<file path="src/agm_pkg.sv">
package agm_pkg;

    // ****************************************************************
    // register map (byte addresses on the avalon slave)
    // ****************************************************************
    localparam logic [4:0]  AGM_OFF_CONTROL  = 5'h00;
    localparam logic [4:0]  AGM_OFF_X_START  = 5'h04;
    localparam logic [4:0]  AGM_OFF_X_END    = 5'h08;
    localparam logic [4:0]  AGM_OFF_Y_START  = 5'h0c;
    localparam logic [4:0]  AGM_OFF_Y_END    = 5'h10;

    // ****************************************************************
    // control register fields
    // ****************************************************************
    localparam int          AGM_XSEL_LSB     = 0;
    localparam int          AGM_YSEL_LSB     = 4;
    localparam int          AGM_BSEL_LSB     = 8;
    localparam int          AGM_YEN_BIT      = 14;
    localparam int          AGM_XEN_BIT      = 15;
    localparam logic [15:0] AGM_CONTROL_MASK = 16'hcfff;
    localparam logic [3:0]  AGM_SEL_OFF      = 4'hf;

    // ****************************************************************
    // reset values
    // ****************************************************************
    localparam logic [15:0] AGM_RST_CONTROL  = 16'h0000;
    localparam logic [15:0] AGM_RST_START    = 16'h0000;
    localparam logic [15:0] AGM_RST_END      = 16'h0001;

    // ****************************************************************
    // generator slots and working register numbers
    // ****************************************************************
    localparam int          AGM_GEN_XR       = 0;
    localparam int          AGM_GEN_XW       = 1;
    localparam int          AGM_GEN_YR       = 2;
    localparam int          AGM_NUM_GEN      = 3;
    localparam logic [3:0]  AGM_PF_EIGHT     = 4'h8;
    localparam logic [3:0]  AGM_PF_NINE      = 4'h9;
    localparam logic [3:0]  AGM_PF_TEN       = 4'ha;
    localparam logic [3:0]  AGM_PF_ELEVEN    = 4'hb;
    localparam int          AGM_FILE_ADDR_W  = 13;
    localparam int          AGM_LIT_W        = 5;

    // ****************************************************************
    // addressing modes, one-hot
    // ****************************************************************
    typedef enum logic [6:0] {
        AGM_MODE_FILE     = 7'h01,
        AGM_MODE_DIRECT   = 7'h02,
        AGM_MODE_INDIRECT = 7'h04,
        AGM_MODE_POST     = 7'h08,
        AGM_MODE_PRE      = 7'h10,
        AGM_MODE_REG_OFF  = 7'h20,
        AGM_MODE_LIT_OFF  = 7'h40
    } agm_mode_e;

endpackage

</file>
<file path="src/agm_address_generator.sv">
module agm_address_generator
    import agm_pkg::*;
#(
    parameter int DATA_W = 16
) (
    // clock and reset
    input  wire logic                                     clk_sys,
    input  wire logic                                     resetn,
    // avalon-mm register slave
    input  wire logic [4:0]                               avs_address,
    input  wire logic                                     avs_read,
    input  wire logic                                     avs_write,
    input  wire logic [31:0]                              avs_writedata,
    input  wire logic [3:0]                               avs_byteenable,
    output logic      [31:0]                              avs_readdata,
    output logic                                          avs_waitrequest,
    // requests from the decoder, slot 0 x read, 1 x write, 2 y read
    input  wire logic [agm_pkg::AGM_NUM_GEN-1:0]          req_valid,
    input  wire logic [agm_pkg::AGM_NUM_GEN-1:0][6:0]     req_mode,
    input  wire logic [agm_pkg::AGM_NUM_GEN-1:0]          req_mac,
    input  wire logic [agm_pkg::AGM_NUM_GEN-1:0][3:0]     req_ptr_sel,
    input  wire logic [agm_pkg::AGM_NUM_GEN-1:0][15:0]    req_ptr_val,
    input  wire logic [agm_pkg::AGM_NUM_GEN-1:0][15:0]    req_literal,
    input  wire logic [agm_pkg::AGM_NUM_GEN-1:0][15:0]    req_modify,
    // offset register values: [0] shared by x read and x write, [1] y
    input  wire logic [1:0][15:0]                         offset_reg_val,
    // results, one cycle after the request
    output logic      [agm_pkg::AGM_NUM_GEN-1:0]          ea_valid,
    output logic      [agm_pkg::AGM_NUM_GEN-1:0][15:0]    ea,
    output logic      [agm_pkg::AGM_NUM_GEN-1:0]          ea_direct,
    output logic      [agm_pkg::AGM_NUM_GEN-1:0]          ea_error,
    output logic      [agm_pkg::AGM_NUM_GEN-1:0]          wb_en,
    output logic      [agm_pkg::AGM_NUM_GEN-1:0][3:0]     wb_sel,
    output logic      [agm_pkg::AGM_NUM_GEN-1:0][15:0]    wb_val
);

    // ****************************************************************
    // elaboration checks
    // ****************************************************************
    if (DATA_W != 16) begin : g_bad_width
        $error("agm_address_generator supports only a 16-bit data path");
    end

    // ****************************************************************
    // state
    // ****************************************************************
    typedef struct packed {
        logic [15:0]                         control;
        logic [15:0]                         x_start;
        logic [15:0]                         x_end;
        logic [15:0]                         y_start;
        logic [15:0]                         y_end;
        logic                                ack;
        logic [31:0]                         rdata;
        logic [AGM_NUM_GEN-1:0]              valid;
        logic [AGM_NUM_GEN-1:0][15:0]        ea;
        logic [AGM_NUM_GEN-1:0]              direct;
        logic [AGM_NUM_GEN-1:0]              error;
        logic [AGM_NUM_GEN-1:0]              wb_en;
        logic [AGM_NUM_GEN-1:0][3:0]         wb_sel;
        logic [AGM_NUM_GEN-1:0][15:0]        wb_val;
    } agm_state_s;

    agm_state_s state;
    agm_state_s next_state;

    // per-generator combinational results
    logic [AGM_NUM_GEN-1:0]       g_direct;
    logic [AGM_NUM_GEN-1:0]       g_error;
    logic [AGM_NUM_GEN-1:0]       g_wb_en;
    logic [AGM_NUM_GEN-1:0][15:0] g_ea;
    logic [AGM_NUM_GEN-1:0][15:0] g_wb_val;

    // circular enables per space
    logic                         x_circ_on;
    logic                         y_circ_on;
    logic [3:0]                   x_circ_sel;
    logic [3:0]                   y_circ_sel;

    // ****************************************************************
    // circular wrap: compare against limits, never for equality
    // ****************************************************************
    function automatic logic [15:0] agm_wrap(input logic [15:0] addr,
                                             input logic [15:0] lo,
                                             input logic [15:0] hi);
        logic [15:0] len;
        len = 16'(hi - lo + 16'h0001);           // length implied by limits
        if (addr > hi) begin
            agm_wrap = 16'(addr - len);
        end else if (addr < lo) begin
            agm_wrap = 16'(addr + len);
        end else begin
            agm_wrap = addr;
        end
    endfunction

    // ****************************************************************
    // circular enables from the control register
    // ****************************************************************
    assign x_circ_sel = state.control[AGM_XSEL_LSB +: 4];
    assign y_circ_sel = state.control[AGM_YSEL_LSB +: 4];
    assign x_circ_on  = state.control[AGM_XEN_BIT] && (x_circ_sel != AGM_SEL_OFF);
    assign y_circ_on  = state.control[AGM_YEN_BIT] && (y_circ_sel != AGM_SEL_OFF);

    // ****************************************************************
    // the three generators: x read, x write, y read
    // ****************************************************************
    for (genvar g = 0; g < AGM_NUM_GEN; g++) begin : g_gen
        localparam bit IS_Y = (g == AGM_GEN_YR);
        logic [15:0] ptr;
        logic [15:0] sum_mod;
        logic [15:0] sum_off;
        logic [15:0] lo;
        logic [15:0] hi;
        logic        circ;
        logic        mac_bad;
        logic [3:0]  sel;

        assign ptr     = req_ptr_val[g];
        assign sel     = req_ptr_sel[g];
        assign sum_mod = 16'(ptr + req_modify[g]);
        // x read and x write take the same shared offset register value
        assign sum_off = 16'(ptr + ((req_mode[g] == AGM_MODE_REG_OFF) ? offset_reg_val[IS_Y]
                                                                         : req_literal[g]));
        assign lo      = IS_Y ? state.y_start : state.x_start;
        assign hi      = IS_Y ? state.y_end : state.x_end;
        // one buffer per space, any pointer but 15 may be the circular one (select 15 is off)
        assign circ    = IS_Y ? (y_circ_on && sel == y_circ_sel)
                              : (x_circ_on && sel == x_circ_sel);

        // multiply_accumulate_class legality of pointer and mode
        always_comb begin
            mac_bad = 1'b0;
            if (IS_Y && !req_mac[g]) begin
                mac_bad = 1'b1;
            end else if (req_mac[g]) begin
                if (IS_Y ? (sel != AGM_PF_TEN && sel != AGM_PF_ELEVEN)
                         : (sel != AGM_PF_EIGHT && sel != AGM_PF_NINE)) begin
                    mac_bad = 1'b1;
                end
                if (g == AGM_GEN_XW) begin
                    mac_bad = 1'b1;
                end
                case (req_mode[g])
                    AGM_MODE_INDIRECT: ;
                    AGM_MODE_POST: begin
                        if (req_modify[g] != 16'h0002 && req_modify[g] != 16'h0004
                            && req_modify[g] != 16'h0006) begin
                            mac_bad = 1'b1;
                        end
                    end
                    AGM_MODE_REG_OFF: begin
                        if (sel != (IS_Y ? AGM_PF_ELEVEN : AGM_PF_NINE)) begin
                            mac_bad = 1'b1;
                        end
                    end
                    default: mac_bad = 1'b1;
                endcase
            end
        end

        // effective address and pointer write-back per mode
        always_comb begin
            g_ea[g]     = 16'h0000;
            g_wb_val[g] = ptr;
            g_wb_en[g]  = 1'b0;
            g_direct[g] = 1'b0;
            g_error[g]  = mac_bad;
            case (req_mode[g])
                AGM_MODE_FILE: begin
                    g_ea[g] = {3'h0, req_literal[g][AGM_FILE_ADDR_W-1:0]};
                    g_error[g] = mac_bad || (IS_Y == 1'b1);
                end
                AGM_MODE_DIRECT: begin
                    g_direct[g] = 1'b1;
                end
                AGM_MODE_INDIRECT: begin
                    g_ea[g] = ptr;
                end
                AGM_MODE_POST: begin
                    g_ea[g]     = ptr;
                    g_wb_val[g] = circ ? agm_wrap(sum_mod, lo, hi) : sum_mod;
                    g_wb_en[g]  = 1'b1;
                end
                AGM_MODE_PRE: begin
                    g_ea[g]     = circ ? agm_wrap(sum_mod, lo, hi) : sum_mod;
                    g_wb_val[g] = g_ea[g];
                    g_wb_en[g]  = 1'b1;
                end
                AGM_MODE_REG_OFF, AGM_MODE_LIT_OFF: begin
                    g_ea[g] = circ ? agm_wrap(sum_off, lo, hi) : sum_off;
                end
                default: begin
                    g_error[g] = 1'b1;
                end
            endcase
            // y circular addresses are word aligned
            if (IS_Y && circ) begin
                g_ea[g][0]     = 1'b0;
                g_wb_val[g][0] = 1'b0;
            end
            if (g_error[g]) begin
                g_wb_en[g] = 1'b0;
            end
        end
    end

    // ****************************************************************
    // next state: register slave and result capture
    // ****************************************************************
    always_comb begin
        logic [15:0] wdat;
        logic        lo_en;
        logic        hi_en;
        next_state  = state;
        wdat        = avs_writedata[15:0];
        lo_en       = avs_byteenable[0];
        hi_en       = avs_byteenable[1];
        next_state.ack   = (avs_read || avs_write) && !state.ack;
        // a write lands on the single accepting edge
        if (avs_write && state.ack) begin
            case (avs_address)
                AGM_OFF_CONTROL: begin
                    if (lo_en) next_state.control[7:0]  = wdat[7:0] & AGM_CONTROL_MASK[7:0];
                    if (hi_en) next_state.control[15:8] = wdat[15:8] & AGM_CONTROL_MASK[15:8];
                end
                AGM_OFF_X_START: begin
                    if (lo_en) next_state.x_start[7:0]  = {wdat[7:1], 1'b0};
                    if (hi_en) next_state.x_start[15:8] = wdat[15:8];
                end
                AGM_OFF_X_END: begin
                    if (lo_en) next_state.x_end[7:0]  = {wdat[7:1], 1'b1};
                    if (hi_en) next_state.x_end[15:8] = wdat[15:8];
                end
                AGM_OFF_Y_START: begin
                    if (lo_en) next_state.y_start[7:0]  = {wdat[7:1], 1'b0};
                    if (hi_en) next_state.y_start[15:8] = wdat[15:8];
                end
                AGM_OFF_Y_END: begin
                    if (lo_en) next_state.y_end[7:0]  = {wdat[7:1], 1'b1};
                    if (hi_en) next_state.y_end[15:8] = wdat[15:8];
                end
                default: ;
            endcase
        end
        // read data prepared on the first cycle, stands at the accepting edge
        if (avs_read && !state.ack) begin
            case (avs_address)
                AGM_OFF_CONTROL: next_state.rdata = {16'h0000, state.control};
                AGM_OFF_X_START: next_state.rdata = {16'h0000, state.x_start};
                AGM_OFF_X_END:   next_state.rdata = {16'h0000, state.x_end};
                AGM_OFF_Y_START: next_state.rdata = {16'h0000, state.y_start};
                AGM_OFF_Y_END:   next_state.rdata = {16'h0000, state.y_end};
                default:         next_state.rdata = 32'h0000_0000;
            endcase
        end
        // generator results, one cycle after each request
        next_state.valid  = req_valid;
        next_state.ea     = g_ea;
        next_state.direct = g_direct & req_valid;
        next_state.error  = g_error & req_valid;
        next_state.wb_en  = g_wb_en & req_valid;
        next_state.wb_sel = req_ptr_sel;
        next_state.wb_val = g_wb_val;
    end

    // ****************************************************************
    // state register
    // ****************************************************************
    always_ff @(posedge clk_sys or negedge resetn) begin
        if (!resetn) begin
            state         <= '0;
            state.control <= AGM_RST_CONTROL;
            state.x_start <= AGM_RST_START;
            state.x_end   <= AGM_RST_END;
            state.y_start <= AGM_RST_START;
            state.y_end   <= AGM_RST_END;
        end else begin
            state <= next_state;
        end
    end

    // ****************************************************************
    // outputs
    // ****************************************************************
    assign avs_waitrequest = (avs_read || avs_write) && !state.ack;
    assign avs_readdata    = state.rdata;
    assign ea_valid        = state.valid;
    assign ea              = state.ea;
    assign ea_direct       = state.direct;
    assign ea_error        = state.error;
    assign wb_en           = state.wb_en;
    assign wb_sel          = state.wb_sel;
    assign wb_val          = state.wb_val;

    // ****************************************************************
    // checks
    // ****************************************************************
    chk_x_disable_sel: assert property (@(posedge clk_sys) disable iff (!resetn)
        (x_circ_sel == AGM_SEL_OFF) |-> !x_circ_on)
        else $error("x circular active with select 15");

    chk_y_enable_bit: assert property (@(posedge clk_sys) disable iff (!resetn)
        !state.control[AGM_YEN_BIT] |-> !y_circ_on)
        else $error("y circular active without enable");

    chk_x_enable_bit: assert property (@(posedge clk_sys) disable iff (!resetn)
        x_circ_on |-> (state.control[AGM_XEN_BIT] && x_circ_sel != AGM_SEL_OFF))
        else $error("x circular active without its conditions");

    chk_offset_no_wb: assert property (@(posedge clk_sys) disable iff (!resetn)
        (req_valid[0] && (req_mode[0] == AGM_MODE_REG_OFF || req_mode[0] == AGM_MODE_LIT_OFF))
        |=> !wb_en[0])
        else $error("offset mode wrote the pointer back");

    chk_post_ea_ptr: assert property (@(posedge clk_sys) disable iff (!resetn)
        (req_valid[0] && req_mode[0] == AGM_MODE_POST && !req_mac[0])
        |=> (ea[0] == $past(req_ptr_val[0]) && wb_en[0]))
        else $error("post-modify did not use pointer first");

    chk_pre_ea_wb: assert property (@(posedge clk_sys) disable iff (!resetn)
        (req_valid[1] && req_mode[1] == AGM_MODE_PRE)
        |=> (wb_en[1] && wb_val[1] == ea[1]))
        else $error("pre-modify write-back differs from address");

    chk_y_word_align: assert property (@(posedge clk_sys) disable iff (!resetn)
        (req_valid[2] && y_circ_on && req_ptr_sel[2] == y_circ_sel) |=> !ea[2][0])
        else $error("y circular address has bit zero set");

    chk_y_mac_only: assert property (@(posedge clk_sys) disable iff (!resetn)
        (req_valid[2] && !req_mac[2]) |=> (ea_error[2] && !wb_en[2]))
        else $error("y generator served a non mac request");

    chk_mac_ptr_set: assert property (@(posedge clk_sys) disable iff (!resetn)
        (req_valid[0] && req_mac[0] && req_ptr_sel[0] != AGM_PF_EIGHT
         && req_ptr_sel[0] != AGM_PF_NINE) |=> ea_error[0])
        else $error("x mac read accepted pointer outside eight and nine");

    chk_wrap_inside: assert property (@(posedge clk_sys) disable iff (!resetn)
        (req_valid[0] && req_mode[0] == AGM_MODE_PRE && x_circ_on && req_ptr_sel[0] == x_circ_sel
         && state.x_end > state.x_start && req_ptr_val[0] >= state.x_start
         && req_ptr_val[0] <= state.x_end && req_modify[0] <= 16'h0002)
        |=> (ea[0] >= $past(state.x_start) && ea[0] <= $past(state.x_end)))
        else $error("circular address left its buffer");

    chk_bus_answer: assert property (@(posedge clk_sys) disable iff (!resetn)
        (avs_read && !state.ack) |=> (state.ack && !avs_waitrequest))
        else $error("bus answer not given on second cycle");

endmodule

</file>
<file path="config.mk">
export PLATFORM = sky130hd
export DESIGN_NAME = agm_address_generator
export DESIGN_NICKNAME = d
export VERILOG_FILES = /design/src/agm_pkg.sv /design/src/agm_address_generator.sv
export SDC_FILE = /design/constraint.sdc
export NUM_CORES = 1
export LEC_CHECK = 0
export ABC_AREA = 1
export BUFFER_PORTS_ARGS = -buffer_cell sky130_fd_sc_hd__buf_2
export CORE_MARGIN = 8
export CORE_UTILIZATION = 50
export DETAILED_ROUTE_END_ITERATION = 8
export MAX_ROUTING_LAYER = met4
export PLACE_DENSITY = 0.75
export RECOVER_POWER = 100
export SYNTH_ARGS = -nofsm -noshare
export SYNTH_HDL_FRONTEND = slang
export SYNTH_SLANG_ARGS = --single-unit
</file>
<file path="constraint.sdc">
create_clock -name clk_sys -period 5.2 [get_ports clk_sys]
set_input_delay 0.52 -clock clk_sys [delete_from_list [all_inputs] [get_ports clk_sys]]
set_output_delay 0.52 -clock clk_sys [all_outputs]
set_load 0.1 [all_outputs]
</file>
==> impl_metrics.ini <==
[status]
status = complete, but fails checks
violations = max-capacitance violations, max-slew violations

[global_routing]
global_route_wire_length_before_repair_mm = 185
global_route.usage.total_pct = 33.9
gr-total-overflow = 0
grt_pass1_vias = 32400
initial_antenna_violation_count = 1
grt_start_max_net_pins = 113

[synth]
ys_ff_latch = 211
ys.warnings.count = 0
yosysTopAreaCell = sky130_fd_sc_hd__ha_1
commonest_register_cell_after_synthesis = sky130_fd_sc_hd__dfrtp_1
ys_async_sr_fraction_pct = 100
synth-edff-count = 0
post_synth.cell_area_avg_um2 = 6.62
yosysTopAreaCellShare_pct = 19.7
yosys.cell_types.count = 70
synth_top_cells_by_area = sky130_fd_sc_hd__ha_1 20%, sky130_fd_sc_hd__dfrtp_1 17%, sky130_fd_sc_hd__nand2_1 14%, sky130_fd_sc_hd__inv_1 7.6%, sky130_fd_sc_hd__a21oi_1 6.1%
mappedNetlistArea_um2 = 31800
synth-seq-area-share_pct = 16.6
syn-instance-count = 4797

[clocking]
root_buffer = sky130_fd_sc_hd__clkbuf_16
post_cts_resized = 0
cts_sinks = 211
hold_buffers = 1
cts_post_setup_buffers_inserted = 0
max-clock-path-buffers = 3
cts_tree = yes
htreeDepth = 1
latest_clock_arrival_within_the_worst_skew_pair_ns = 0.61
clk_pin_slew_worst_paths_ns = 0.06
tritoncts.num_buffers = 26

[routing]
num_vias = 34500
wl_per_cell_um = 20.6
drt-initial-drc-count = 3433
ant_nets = 0
route.detailed.drc = 0
routed_via_density = 5.70
wl_mm = 125
count_of_tritonroute_iterations_in_the_first_routing_pass = 8

[final_layout]
mostFrequentLayoutCells = 1201 x sky130_fd_sc_hd__nand2_1, 643 x sky130_fd_sc_hd__inv_1, 499 x sky130_fd_sc_hd__ha_1
postLayoutCellArea_um2 = 35500
post_route_cells_drive_above_1_share_pct = 10.8
multi_input_logic_area_um2 = 22400
layout.core_utilization_pct = 56.4
register_area_um2 = 5280
filler_cells_inserted = 6359
area_growth_syn_to_layout_pct = 11.8
commonest_non_fill_non_tap_cell_in_the_layout = sky130_fd_sc_hd__nand2_1
final_nets = 5962

[sta]
min_period_ns = 4.97
rsz0062_at_grt = false
worstMarginPinSlew_ns = 3.16
maxClockFrequency_ghz = 0.201
post_route_fraction_of_the_period_consumed_by_the_critical_path_pct = 95.5
slew_headroom_pct = -113
final.hold.worst_slack_ns = 0.0596
setup_viol = 0
setup_slack_ns = 0.233
timing.clock.skew_ns = 0.0184
finalHoldViolations = 0
count_of_pins_over_their_slew_limit = 231

[power]
vdd_drop_max_v = 0.000408
netSwitchingFraction_pct = 56.7
power_w = 0.0186
p_switching_w = 0.0105
intPower_w = 0.00804
power.share.sequential_pct = 9.7
comb_power_share_pct = 79.3
p_per_area_nw_per_um2 = 523
power_frac_clock_pct = 11.1
power_leakage_nw = 18.9

[place]
numPortBuffers = 378
detailedPlacementHpwl_mm = 104
placed_area_um2 = 34900
gp_congestion = 1.03
pre_cts_ws_ns = -0.0554

[min_path]
hold_class = in -> reg

[die]
die_w_um = 268
floorplan.core_area_um2 = 63000
effective_utilization_at_floorplan_pct = 50.4
design.die.area_um2 = 71800
num_rows = 92
floorplan.io_pins = 413
die_height_um = 268

[worst_setup_path]
setup.worst_path.class = in -> reg
critical_path_arrival_ns = 5.45
required_ns = 5.68
critical_path.max_fanout = 9
worst_setup_path_start_kind = primary input
crit_path_end_kind = register

[flow_run]
max-cap-violations = 3
==> final cells by class <==
type,instances,share of cell area [%]
diodes,1,0.00705
clock buffers,32,2.01
clock inverters,16,0.666
inverters,660,6.98
multi-input cells,3686,63.0
flip-flops and latches,211,14.9
well taps,846,2.98
repair buffers,604,9.52
==> per-layer routing <==
layer | GRT usage (%) | part of all wire [%] | wire [um] | vias up
met5 | - | 0 | 0 | -
li1 | - | - | - | 16600
met2 | 53.8 | 45 | 56500 | 1638
met1 | 43.0 | 41 | 51000 | 16000
met3 | 5.45 | 9.4 | 11700 | 325
met4 | 13.3 | 4.5 | 5560 | 0
==> final timing paths <==
path | start | endpoint | slack, ns | cells after the start
hold / removal | req_ptr_sel[6] | wb_sel[6] | 0.06 | 1
setup / recovery | req_ptr_val[32] | ea[39] | 0.23 | 23
max in group asynchronous | resetn | wb_val[6] | 0.95 | 3
setup reg to reg | g_gen[2].lo[3] | ea[47] | 0.30 | 32
min in group asynchronous | resetn | ea[41] | 1.32 | 2
hold reg to reg | avs_readdata[9] | avs_readdata[9] | 0.48 | 2
==> worst max-delay path: stages <==
cell and delay [ns]:
sky130_fd_sc_hd__buf_2 0.12, sky130_fd_sc_hd__ha_1 0.17, sky130_fd_sc_hd__inv_1 0.05, sky130_fd_sc_hd__fa_1 0.41
sky130_fd_sc_hd__o21ai_2 0.19, sky130_fd_sc_hd__a21oi_1 0.11, sky130_fd_sc_hd__o21ai_2 0.25, sky130_fd_sc_hd__nand2_1 0.08
sky130_fd_sc_hd__nand2_1 0.13, sky130_fd_sc_hd__a21oi_1 0.10, sky130_fd_sc_hd__xnor2_1 0.42, sky130_fd_sc_hd__ha_1 0.20
sky130_fd_sc_hd__nand2_1 0.07, sky130_fd_sc_hd__nor4_1 0.72, sky130_fd_sc_hd__o21ai_0 0.19, sky130_fd_sc_hd__nand2_1 0.11
sky130_fd_sc_hd__nand2_1 0.34, sky130_fd_sc_hd__inv_2 0.32, sky130_fd_sc_hd__o21ai_0 0.11, sky130_fd_sc_hd__o21ai_0 0.39
sky130_fd_sc_hd__nand2_1 0.14, sky130_fd_sc_hd__a31oi_1 0.17, sky130_fd_sc_hd__nand2_1 0.10
==> synthesized netlist by cell type (all sizes together), types with 12 or more instances <==
library cell	count
a221oi	13
ha	499
nor4	22
dfrtp	211
o21ai	408
buf	202
nor3	56
or2	25
a21boi	14
a21oi	393
o31ai	15
o221ai	16
clkbuf	53
o22ai	34
a21o	21
nand3b	21
o21a	12
fa	14
xor2	159
nor2	207
nand2	1210
nand3	304
o21bai	33
nand4	50
inv	656
a31oi	24
o211ai	25
xnor2	42
==> registers in the layout (all words and copies together), names as in the netlist <==
| signal | count |
|---|---|
| g_gen.hi | 30 |
| avs_readdata | 16 |
| ea | 48 |
| g_gen.lo | 30 |
| wb_en | 3 |
| ea_valid | 3 |
| ea_direct | 3 |
| ea_error | 3 |
| wb_sel | 12 |
| wb_val | 48 |
| state | 15 |
==> per-stage QoR <==
step                      cells  TNS (ns)
after detailed placement   6006    -0.119
after CTS                  6055         0
final                      6056         0
after global routing       6055         0
after global placement     6006         0
after floorplan            4812         0
==> power groups by stage <==
stage | Combinational [W] | Sequential, W | Clock (W)
after global routing | 0.0161 | 0.00180 | 0.00212
after floorplan | 0.00963 | 0.00180 | 0
after CTS | 0.0144 | 0.00179 | 0.00207
final | 0.0147 | 0.00179 | 0.00205
after detailed placement | 0.0143 | 0.00182 | 0
after global placement | 0.0143 | 0.00182 | 0
==> cell families (layout without fill, tap and decap cells) <==
kind of cell / after synthesis / in the layout / synth area share, %
AND/OR/NAND/NOR: 1907 / 1907 / 25.6
AO/OA/AOI/OAI: 1048 / 1048 / 18.8
buffers and inverters: 915 / 1312 / 12.9
adder cells (fa/ha/maj): 513 / 513 / 20.5
flip-flops: 211 / 211 / 16.6
XOR/XNOR: 201 / 201 / 5.54
other: 1 / 17 / 0.0118
multiplexers: 1 / 1 / 0.0355
No activity file was read; power rests on OpenSTA's default activity.
